[config.mk]
export PLATFORM = sky130hd
export DESIGN_NAME = rlia_top
export DESIGN_NICKNAME = d
export VERILOG_FILES = /design/src/pkg/rlia_pkg.sv /design/src/hdl/rlia_edge.sv /design/src/hdl/rlia_top.sv
export SDC_FILE = /design/constraint.sdc
export NUM_CORES = 1
export LEC_CHECK = 0
export CAP_MARGIN = 30
export CELL_PAD_IN_SITES_DETAIL_PLACEMENT = 0
export CELL_PAD_IN_SITES_GLOBAL_PLACEMENT = 2
export CORE_MARGIN = 3
export CORE_UTILIZATION = 29
export CTS_BUF_LIST = sky130_fd_sc_hd__clkbuf_16
export CTS_CLUSTER_DIAMETER = 40
export DETAILED_ROUTE_END_ITERATION = 12
export DONT_BUFFER_PORTS = 1
export PLACE_DENSITY = 0.66
export SYNTH_ARGS = -nofsm -noshare
export SYNTH_HDL_FRONTEND = slang
export SYNTH_SLANG_ARGS = --single-unit
[constraint.sdc]
create_clock -name clock -period 1.8 [get_ports clock]
set_input_delay 0.18 -clock clock [delete_from_list [all_inputs] [get_ports clock]]
set_output_delay 0.18 -clock clock [all_outputs]
set_load 0.02 [all_outputs]
[src/pkg/rlia_pkg.sv]
// Purpose : Shared constants for the logical input action block
// Assumes : 100 MHz processing clock
// Notes   : Reset values equal the defaults of unassigned inputs
package rlia_pkg;
    // ****************************************************************
    // Timing
    // ****************************************************************
    localparam int unsigned CLOCK_HZ          = 100_000_000;
    localparam int unsigned DISPLAY_PERIOD_MS = 1000;
    localparam int unsigned DISPLAY_CYCLES    = CLOCK_HZ / 1000 * DISPLAY_PERIOD_MS;
    localparam int unsigned TEST_STEP_CYCLES  = 16;

    // ****************************************************************
    // Defaults and widths
    // ****************************************************************
    localparam logic NEG_SEQ_DEFAULT = 1'b1;
    localparam logic INPUT_DEFAULT   = 1'b0;
    localparam int   COUNT_W         = 16;
    localparam int   STEP_W          = 3;
    localparam logic [COUNT_W-1:0] COUNT_CLEAR = 16'h0000;
    localparam logic [STEP_W-1:0]  STEP_FIRST  = 3'h1;

    // ****************************************************************
    // Breaker state encoding
    // ****************************************************************
    typedef enum logic [1:0] {
        RLIA_CB_UNKNOWN = 2'h0,
        RLIA_CB_OPEN    = 2'h1,
        RLIA_CB_CLOSED  = 2'h2
    } rlia_cb_t;

    // Test sequence states
    typedef enum logic [1:0] {
        RLIA_T_IDLE,
        RLIA_T_TRIP,
        RLIA_T_RECLOSE,
        RLIA_T_WAIT
    } rlia_test_t;
endpackage

[src/hdl/rlia_edge.sv]
// Purpose : Registers one logical input and flags its rising edge
// Assumes : Input already synchronous to clock
// Notes   : Reset level is the input's unassigned default
module rlia_edge
    import rlia_pkg::*;
#(
    parameter logic DEFAULT = 1'b0
) (
    input  wire logic clock,
    input  wire logic resetn,
    input  wire logic din,
    output logic      level,
    output logic      rise
);
    logic prev;

    assign rise = level & ~prev;

    always_ff @(posedge clock or negedge resetn) begin
        if (!resetn) begin
            level <= DEFAULT;
            prev  <= DEFAULT;
        end else begin
            level <= din;
            prev  <= level;
        end
    end
endmodule

[src/hdl/rlia_top.sv]
// Purpose : Turns relay logical control inputs into protection actions
// Assumes : All inputs synchronous to clock; unassigned inputs tied to default
// Notes   : Element, recloser and breaker failure timing live elsewhere
//
// Overview of operation
// - Multi-shot reclose is enabled while its input is high and the breaker aux contacts show it open.
// - While the open request is high the master trip output is asserted.
// - While the close request is high the close output is asserted.
// - A rise of the first event capture input logs one event for it.
// - A rise of the second event capture input logs one event for it.
// - A rise of the waveform capture input starts one oscillographic capture.
// - Negative sequence overcurrent is enabled while its input is high, default high.
// - The counter clear input returns reclose and overcurrent counters to zero.
// - The user display input alternates message and default display every second.
// - The external start input starts the breaker failure tripping sequence.
// - The breaker fail initiate input starts the breaker failure trip logic.
// - A rise of the test input starts a trip followed by an automatic reclose.
// - While the test input stays high, trip and reclose repeat through the steps.
// - A pulse on the test input gives one trip and reclose only.
// - Breaker is open for aux 0/1, closed for 1/0 and unknown when they are equal.
module rlia_top
    import rlia_pkg::*;
#(
    parameter int unsigned DISPLAY_TICKS = DISPLAY_CYCLES,
    parameter int unsigned STEP_TICKS    = TEST_STEP_CYCLES,
    parameter int unsigned LAST_STEP     = 4
) (
    input  wire logic          clock,
    input  wire logic          resetn,
    input  wire logic          multi_shot_reclose_enable,
    input  wire logic          open_request,
    input  wire logic          close_request,
    input  wire logic          event_capture_first,
    input  wire logic          event_capture_second,
    input  wire logic          waveform_capture_trigger,
    input  wire logic          neg_seq_enable,
    input  wire logic          counter_clear_request,
    input  wire logic          user_display_request,
    input  wire logic          external_failure_start,
    input  wire logic          breaker_fail_initiate,
    input  wire logic          trip_reclose_test,
    input  wire logic          breaker_aux_normally_open,
    input  wire logic          breaker_aux_normally_closed,
    input  wire logic          reclose_count_inc,
    input  wire logic          overcurrent_count_inc,
    output logic               master_trip,
    output logic               close_out,
    output logic               multi_shot_active,
    output logic               event_log_first,
    output logic               event_log_second,
    output logic               waveform_start,
    output logic               neg_seq_protect_en,
    output logic [COUNT_W-1:0] reclose_count,
    output logic [COUNT_W-1:0] overcurrent_count,
    output logic               show_user_message,
    output logic               failure_start,
    output logic [1:0]         breaker_state,
    output logic [STEP_W-1:0]  reclose_step
);
    // ****************************************************************
    // Input sampling
    // ****************************************************************
    logic ec1_lvl, ec1_rise, ec2_lvl, ec2_rise, wc_lvl, wc_rise, tst_lvl, tst_rise;

    rlia_edge #(.DEFAULT(INPUT_DEFAULT)) u_ec1 (
        .clock(clock), .resetn(resetn), .din(event_capture_first),
        .level(ec1_lvl), .rise(ec1_rise));
    rlia_edge #(.DEFAULT(INPUT_DEFAULT)) u_ec2 (
        .clock(clock), .resetn(resetn), .din(event_capture_second),
        .level(ec2_lvl), .rise(ec2_rise));
    rlia_edge #(.DEFAULT(INPUT_DEFAULT)) u_wc (
        .clock(clock), .resetn(resetn), .din(waveform_capture_trigger),
        .level(wc_lvl), .rise(wc_rise));
    rlia_edge #(.DEFAULT(INPUT_DEFAULT)) u_tst (
        .clock(clock), .resetn(resetn), .din(trip_reclose_test),
        .level(tst_lvl), .rise(tst_rise));

    // ****************************************************************
    // Breaker position
    // ****************************************************************
    rlia_cb_t next_cb;
    assign next_cb = (breaker_aux_normally_open == breaker_aux_normally_closed) ?
                     RLIA_CB_UNKNOWN :
                     (breaker_aux_normally_open ? RLIA_CB_CLOSED : RLIA_CB_OPEN);

    // ****************************************************************
    // Trip and reclose test sequence
    // ****************************************************************
    rlia_test_t          tstate, next_tstate;
    logic [31:0]         tcount;
    logic [STEP_W-1:0]   next_step;
    logic                tdone;
    logic                seq_trip, seq_close;

    assign tdone     = (tcount >= STEP_TICKS - 1);
    assign seq_trip  = (tstate == RLIA_T_TRIP);
    assign seq_close = (tstate == RLIA_T_RECLOSE);

    always_comb begin
        next_tstate = tstate;
        next_step   = reclose_step;
        unique case (tstate)
            RLIA_T_IDLE: begin
                if (tst_rise) begin
                    next_tstate = RLIA_T_TRIP;
                    next_step   = STEP_FIRST;
                end
            end
            RLIA_T_TRIP: begin
                if (tdone) next_tstate = RLIA_T_RECLOSE;
            end
            RLIA_T_RECLOSE: begin
                if (tdone) next_tstate = RLIA_T_WAIT;
            end
            RLIA_T_WAIT: begin
                if (tdone) begin
                    if (tst_lvl && reclose_step < STEP_W'(LAST_STEP)) begin
                        next_tstate = RLIA_T_TRIP;
                        next_step   = reclose_step + STEP_W'(1);
                    end else begin
                        next_tstate = RLIA_T_IDLE;
                    end
                end
            end
        endcase
    end

    always_ff @(posedge clock or negedge resetn) begin
        if (!resetn) begin
            tstate       <= RLIA_T_IDLE;
            tcount       <= '0;
            reclose_step <= '0;
        end else begin
            tstate       <= next_tstate;
            tcount       <= (next_tstate != tstate) ? '0 : tcount + 32'd1;
            reclose_step <= next_step;
        end
    end

    // ****************************************************************
    // User display alternation
    // ****************************************************************
    logic [31:0] dcount;
    logic        dwrap;
    assign dwrap = (dcount >= DISPLAY_TICKS - 1);

    // Preloaded to the wrap point so the first request cycle flips to the message
    always_ff @(posedge clock or negedge resetn) begin
        if (!resetn) begin
            dcount            <= 32'(DISPLAY_TICKS - 1);
            show_user_message <= 1'b0;
        end else if (!user_display_request) begin
            dcount            <= 32'(DISPLAY_TICKS - 1);
            show_user_message <= 1'b0;
        end else if (dwrap) begin
            dcount            <= '0;
            show_user_message <= ~show_user_message;
        end else begin
            dcount            <= dcount + 32'd1;
        end
    end

    // ****************************************************************
    // Counters
    // ****************************************************************
    // Clear has priority: a count arriving during clear is dropped on purpose
    always_ff @(posedge clock or negedge resetn) begin
        if (!resetn) begin
            reclose_count     <= COUNT_CLEAR;
            overcurrent_count <= COUNT_CLEAR;
        end else if (counter_clear_request) begin
            reclose_count     <= COUNT_CLEAR;
            overcurrent_count <= COUNT_CLEAR;
        end else begin
            reclose_count     <= reclose_count + COUNT_W'(reclose_count_inc);
            overcurrent_count <= overcurrent_count + COUNT_W'(overcurrent_count_inc);
        end
    end

    // ****************************************************************
    // Level actions and event pulses
    // ****************************************************************
    always_ff @(posedge clock or negedge resetn) begin
        if (!resetn) begin
            master_trip        <= 1'b0;
            close_out          <= 1'b0;
            multi_shot_active  <= 1'b0;
            event_log_first    <= 1'b0;
            event_log_second   <= 1'b0;
            waveform_start     <= 1'b0;
            neg_seq_protect_en <= NEG_SEQ_DEFAULT;
            failure_start      <= 1'b0;
            breaker_state      <= RLIA_CB_UNKNOWN;
        end else begin
            master_trip        <= open_request | seq_trip;
            close_out          <= close_request | seq_close;
            multi_shot_active  <= multi_shot_reclose_enable
                                  & (next_cb == RLIA_CB_OPEN);
            event_log_first    <= ec1_rise;
            event_log_second   <= ec2_rise;
            waveform_start     <= wc_rise;
            neg_seq_protect_en <= neg_seq_enable;
            failure_start      <= external_failure_start
                                  | breaker_fail_initiate;
            breaker_state      <= next_cb;
        end
    end

    // ****************************************************************
    // Checks
    // ****************************************************************
    AST_TRIP: assert property (@(posedge clock) disable iff (!resetn)
        open_request |=> master_trip)
        else $error("open request did not trip");
    AST_CLOSE: assert property (@(posedge clock) disable iff (!resetn)
        close_request |=> close_out)
        else $error("close request did not close");
    AST_EC1: assert property (@(posedge clock) disable iff (!resetn)
        event_log_first |=> !event_log_first)
        else $error("event one logged twice");
    AST_EC2: assert property (@(posedge clock) disable iff (!resetn)
        $rose(event_capture_second) |-> ##2 event_log_second)
        else $error("event two not logged");
    AST_WAVE: assert property (@(posedge clock) disable iff (!resetn)
        $rose(waveform_capture_trigger) |-> ##2 waveform_start ##1 !waveform_start)
        else $error("capture start not single pulse");
    AST_NEG: assert property (@(posedge clock) disable iff (!resetn)
        ##1 neg_seq_protect_en == $past(neg_seq_enable))
        else $error("negative sequence enable mismatch");
    AST_CLR: assert property (@(posedge clock) disable iff (!resetn)
        counter_clear_request |=> reclose_count == COUNT_CLEAR
                                  && overcurrent_count == COUNT_CLEAR)
        else $error("counters not cleared");
    AST_BF: assert property (@(posedge clock) disable iff (!resetn)
        (external_failure_start || breaker_fail_initiate) |=> failure_start)
        else $error("breaker failure not started");
    AST_CB: assert property (@(posedge clock) disable iff (!resetn)
        (breaker_aux_normally_open && !breaker_aux_normally_closed)
        |=> breaker_state == RLIA_CB_CLOSED)
        else $error("closed breaker not seen");
    AST_TEST: assert property (@(posedge clock) disable iff (!resetn)
        (tstate == RLIA_T_IDLE && tst_rise) |-> ##2 master_trip ##1 master_trip)
        else $error("test did not trip");
    AST_ONCE: assert property (@(posedge clock) disable iff (!resetn)
        (tstate == RLIA_T_WAIT && tdone && !tst_lvl) |=> tstate == RLIA_T_IDLE)
        else $error("pulsed test repeated");
    AST_MS: assert property (@(posedge clock) disable iff (!resetn)
        !multi_shot_reclose_enable |=> !multi_shot_active)
        else $error("multi shot without enable");

    // ****************************************************************
    // Checks on breaker position, level paths, event one logging and reclose counting
    // ****************************************************************
    AST_CB_OPEN: assert property (@(posedge clock) disable iff (!resetn)
        (!breaker_aux_normally_open && breaker_aux_normally_closed)
        |=> breaker_state == RLIA_CB_OPEN)
        else $error("open breaker not seen");
    AST_CB_UNK: assert property (@(posedge clock) disable iff (!resetn)
        (breaker_aux_normally_open == breaker_aux_normally_closed)
        |=> breaker_state == RLIA_CB_UNKNOWN)
        else $error("unknown breaker state not seen");
    AST_MS_ON: assert property (@(posedge clock) disable iff (!resetn)
        (multi_shot_reclose_enable && !breaker_aux_normally_open
         && breaker_aux_normally_closed) |=> multi_shot_active)
        else $error("multi shot not enabled on open breaker");
    // An idle sequence leaves trip and close to the requests alone
    AST_NO_TRIP: assert property (@(posedge clock) disable iff (!resetn)
        (!open_request && tstate == RLIA_T_IDLE) |=> !master_trip)
        else $error("trip without request");
    AST_NO_CLOSE: assert property (@(posedge clock) disable iff (!resetn)
        (!close_request && tstate == RLIA_T_IDLE) |=> !close_out)
        else $error("close without request");
    AST_BFI: assert property (@(posedge clock) disable iff (!resetn)
        breaker_fail_initiate |=> failure_start)
        else $error("breaker fail initiate not started");
    AST_EC1_LOG: assert property (@(posedge clock) disable iff (!resetn)
        $rose(event_capture_first) |-> ##2 event_log_first)
        else $error("event one not logged");
    // Clear wins, so only an uncleared cycle must count
    AST_CNT: assert property (@(posedge clock) disable iff (!resetn)
        (!counter_clear_request && reclose_count_inc)
        |=> reclose_count == $past(reclose_count) + COUNT_W'(1))
        else $error("reclose count did not advance");

    // ****************************************************************
    // Checks on display and test sequence
    // ****************************************************************
    AST_DISP_ON: assert property (@(posedge clock) disable iff (!resetn)
        $rose(user_display_request) |=> show_user_message)
        else $error("user message not shown");
    AST_DISP_OFF: assert property (@(posedge clock) disable iff (!resetn)
        !user_display_request |=> !show_user_message)
        else $error("user message without request");
    AST_STEP: assert property (@(posedge clock) disable iff (!resetn)
        (tstate == RLIA_T_IDLE && tst_rise) |=> reclose_step == STEP_FIRST)
        else $error("test did not start at first step");
    AST_HOLD: assert property (@(posedge clock) disable iff (!resetn)
        (tstate == RLIA_T_WAIT && tdone && tst_lvl
         && reclose_step < STEP_W'(LAST_STEP)) |=> tstate == RLIA_T_TRIP)
        else $error("held test did not advance");
    AST_RISE: assert property (@(posedge clock) disable iff (!resetn)
        tst_rise |=> !tst_rise)
        else $error("test rise seen twice");
endmodule

==> impl_metrics.tcl <==
set metrics [dict create \
    dp.cells 802 \
    arrival_ns 2.09 \
    rsz0062_at_grt "yes" \
    run_status "finished, violations left" \
    p_int_uw 5188 \
    p_total_uw 7071 \
    timing_worst_setup_path_type "register to register" \
    cts_tree "yes" \
    clock.fmax_ghz 0.5684 \
    period_needed_ns 1.759 \
    netlist_instances 511 \
    power_switching_share 0.2663 \
    cts_sinks 120 \
    post_route_cells_drive_above_1_share 0.3150 \
    wirelength_um 12270 \
    ys_async_sr_fraction 1.000 \
    cap_violations 0 \
    die_height_um 144.3 \
    cts_buffers 17 \
    fin_cells 867 \
    vias 4104 \
    multi_input_area_um2 2674 \
    dieArea_um2 20820 \
    clock_power_share 0.434 \
    setup_viol 0 \
    peakVddDrop_mv 0.5949 \
    stdcell_area_um2 7423 \
    synth_seq_cells 120 \
    antenna_left 0 \
    ys.flop_type "dfrtp_1" \
    netlist_area_um2 5545 \
    insertion_delay_ns 0.41 \
    die_x_um 144.3 \
    finalSetupTns_ns 0 \
    slew_violations 0 \
    clockBufferDepth 2 \
    final-seq-area_um2 3032 \
    min_path_type "input port to asynchronous set/reset pin" \
    vias_per_cell 4.734 \
    row_count 49 \
    syn_avg_cell_area_um2 10.85 \
    synthTopCellsByArea "dfrtp_1, dfstp_2, xor2_1" \
    core_um2 18390 \
    drtIter0Drc 160 \
    num_antenna_cells 0 \
    grt_pass1_vias 4291 \
    grtUsageTotal 0.1225 \
    place_area_um2 6335 \
    seq_power_share 0.440 \
    cp-end-kind "register" \
    grt_overflow 0 \
    synth_edf_count 0 \
    leakagePower_uw 0.003223 \
    pwr_density_cell_nw_per_um2 952.5 \
    combPwrFrac 0.126 \
    start_kind "register" \
    synth_top_area_frac 0.4513 \
    clk_pin_slew_ns 0.05 \
    htreeDepth 4 \
    cts_hold_buf 18 \
    dr.pass1.iters 6 \
    grt_max_degree 121 \
    antenna_found_initial 0 \
    power_switching_uw 1883 \
    wl_per_cell_um 14.15 \
    area_growth_pct 33.87 \
    boundaryPins 64 \
    rr_worst_depth 7 \
    finalNetCount 650 \
    fin_worst_hold_slack_ns -0.5344 \
    period_share 0.9774 \
    initial_utilization 0.3015 \
    synth_top_area_cell "dfrtp_1" \
    gp_congestion 0.7912 \
    fillers 1780 \
    synth.distinct_cells 52 \
    drc 0 \
    cts-root-buf "clkbuf_16" \
    fin_skew_ns 0.007600 \
    violations "hold timing" \
    yosysSeqAreaShare 0.5460 \
    grt_pass1_wl_um 20390 \
    cp_max_fo 3 \
    port_buffers 0 \
    hold_viol 147 \
    dp_hpwl_um 7975 \
    crit_required_ns 2.13 \
    ys_warn_count 0 \
]
==> power by group through the flow <==
stage	Sequential, uW	Combinational, uW	Clock, uW
finish	3110	890	3070
global route	3140	979	3310
CTS	3110	817	3190
detailed placement	3150	753	0
global placement	3150	739	0
floorplan	3130	531	0
==> cell type report <==
class,count,area share
Clock buffer,17,0.05731
Clock inverter,15,0.01517
Inverter,5,0.002528
Multi-Input combinational cell,376,0.3602
Sequential cell,120,0.4084
Tap cell,229,0.03860
Timing Repair Buffer,105,0.1178
==> path summary, 6_finish.rpt <==
path,end,slack [ns],from
max,dcount[25],0.04,dcount[0]
min,reclose_count[6],-0.53,resetn
max reg2reg,dcount[25],0.04,dcount[0]
min reg2reg,u_ec1.prev,0.37,u_ec1.level
max in group asynchronous,dcount[24],2.10,resetn
min in group clock,dcount[15],-0.18,user_display_request
==> metrics by stage <==
step / utilization / setup slack (ns)
2_1_floorplan: - / 0.005201
3_3_place_gp: 0.3444 / -0.2602
3_5_place_dp: 0.3444 / -0.3515
4_1_cts: 0.3899 / 0.0008642
5_1_grt: 0.4036 / -0.08640
6_report: 0.4036 / 0.04062
==> cell usage in the layout, fill, tap and decap left out, types with 6 or more instances in the layout <==
cell type,netlist,final
dfrtp_1,100,97
buf_4,0,81
nor2_1,66,61
xor2_1,50,49
nand2_1,36,35
xnor2_1,29,28
nand3_1,32,27
nand4_1,20,20
dfstp_2,20,20
clkbuf_16,0,17
dlygate4sd3_1,0,17
o21ai_1,13,16
o21ai_0,13,9
nor2b_1,9,9
nor4_2,3,8
and3_1,10,8
nor3b_2,8,8
a21oi_1,7,7
nor2_2,2,7
inv_1,5,6
and4_1,8,6
ha_1,7,6
==> flip-flops by register name, indices dropped and copies added (netlist names), 2 cells and up <==
signal and flops:
tcount 32, tstate 2, reclose_count 16, reclose_step 3, breaker_state 2, overcurrent_count 16, dcount 32
==> cells by family after synthesis <==
| group | synth area share |
|---|---|
| buf+inv | 0.01827 |
| other cells | 0.0006762 |
| xor+xnor | 0.1248 |
| mux | 0.001805 |
| simple gates | 0.2453 |
| compound gates | 0.04738 |
| flops | 0.5460 |
| fa+ha+maj | 0.01579 |
==> cells in the mapped netlist (2+ instances only) <==
library cell  count
a31oi_1           2
clkbuf_1          8
xor2_1           50
a21o_1            2
o21ai_1          13
nand3_1          32
nand2_1          36
and4_1            8
nor3b_2           8
a21oi_1           7
nor2b_1           9
nand4_1          20
nor2_1           66
nor4_2            3
nor2_2            2
nand4b_1          2
dfstp_2          20
o21ai_0          13
buf_6             3
nand2b_1          2
and2_1            2
nor4_1           11
dfrtp_1         100
buf_2             3
nor3_2            3
or2_2             2
and3_1           10
xnor2_1          29
nor3_1            8
inv_1             5
or3_1             4
ha_1              7
nand4_2           2
==> critical path, stage by stage (launching register included) <==
cell and delay [ns]:
dfstp_2 0.56, buf_6 0.10, and4_4 0.21, nor4b_4 0.28, buf_4 0.17, nand3_2 0.07
xor2_1 0.15, nor3b_2 0.14
==> metal layers <==
metal  track usage  routed length (um)  vias up
met1        0.1513                5575     2034
met5             0                   0        -
met4       0.04222                 158        0
met2        0.2051                6069       56
met3       0.03571                 461       12
li1              -                   -     2002
==> timing repair <==
item / 4_1_cts / 5_1_grt
pin swaps: 10 / 16
setup buffers: 7 / 8
cloned: 1 / 0
hold endpoints to repair: 191 / 147
resized for setup: 12 / 43
endpoints found under the setup margin: 29 / 65
Note: power is estimated with default switching activity, not from simulation.
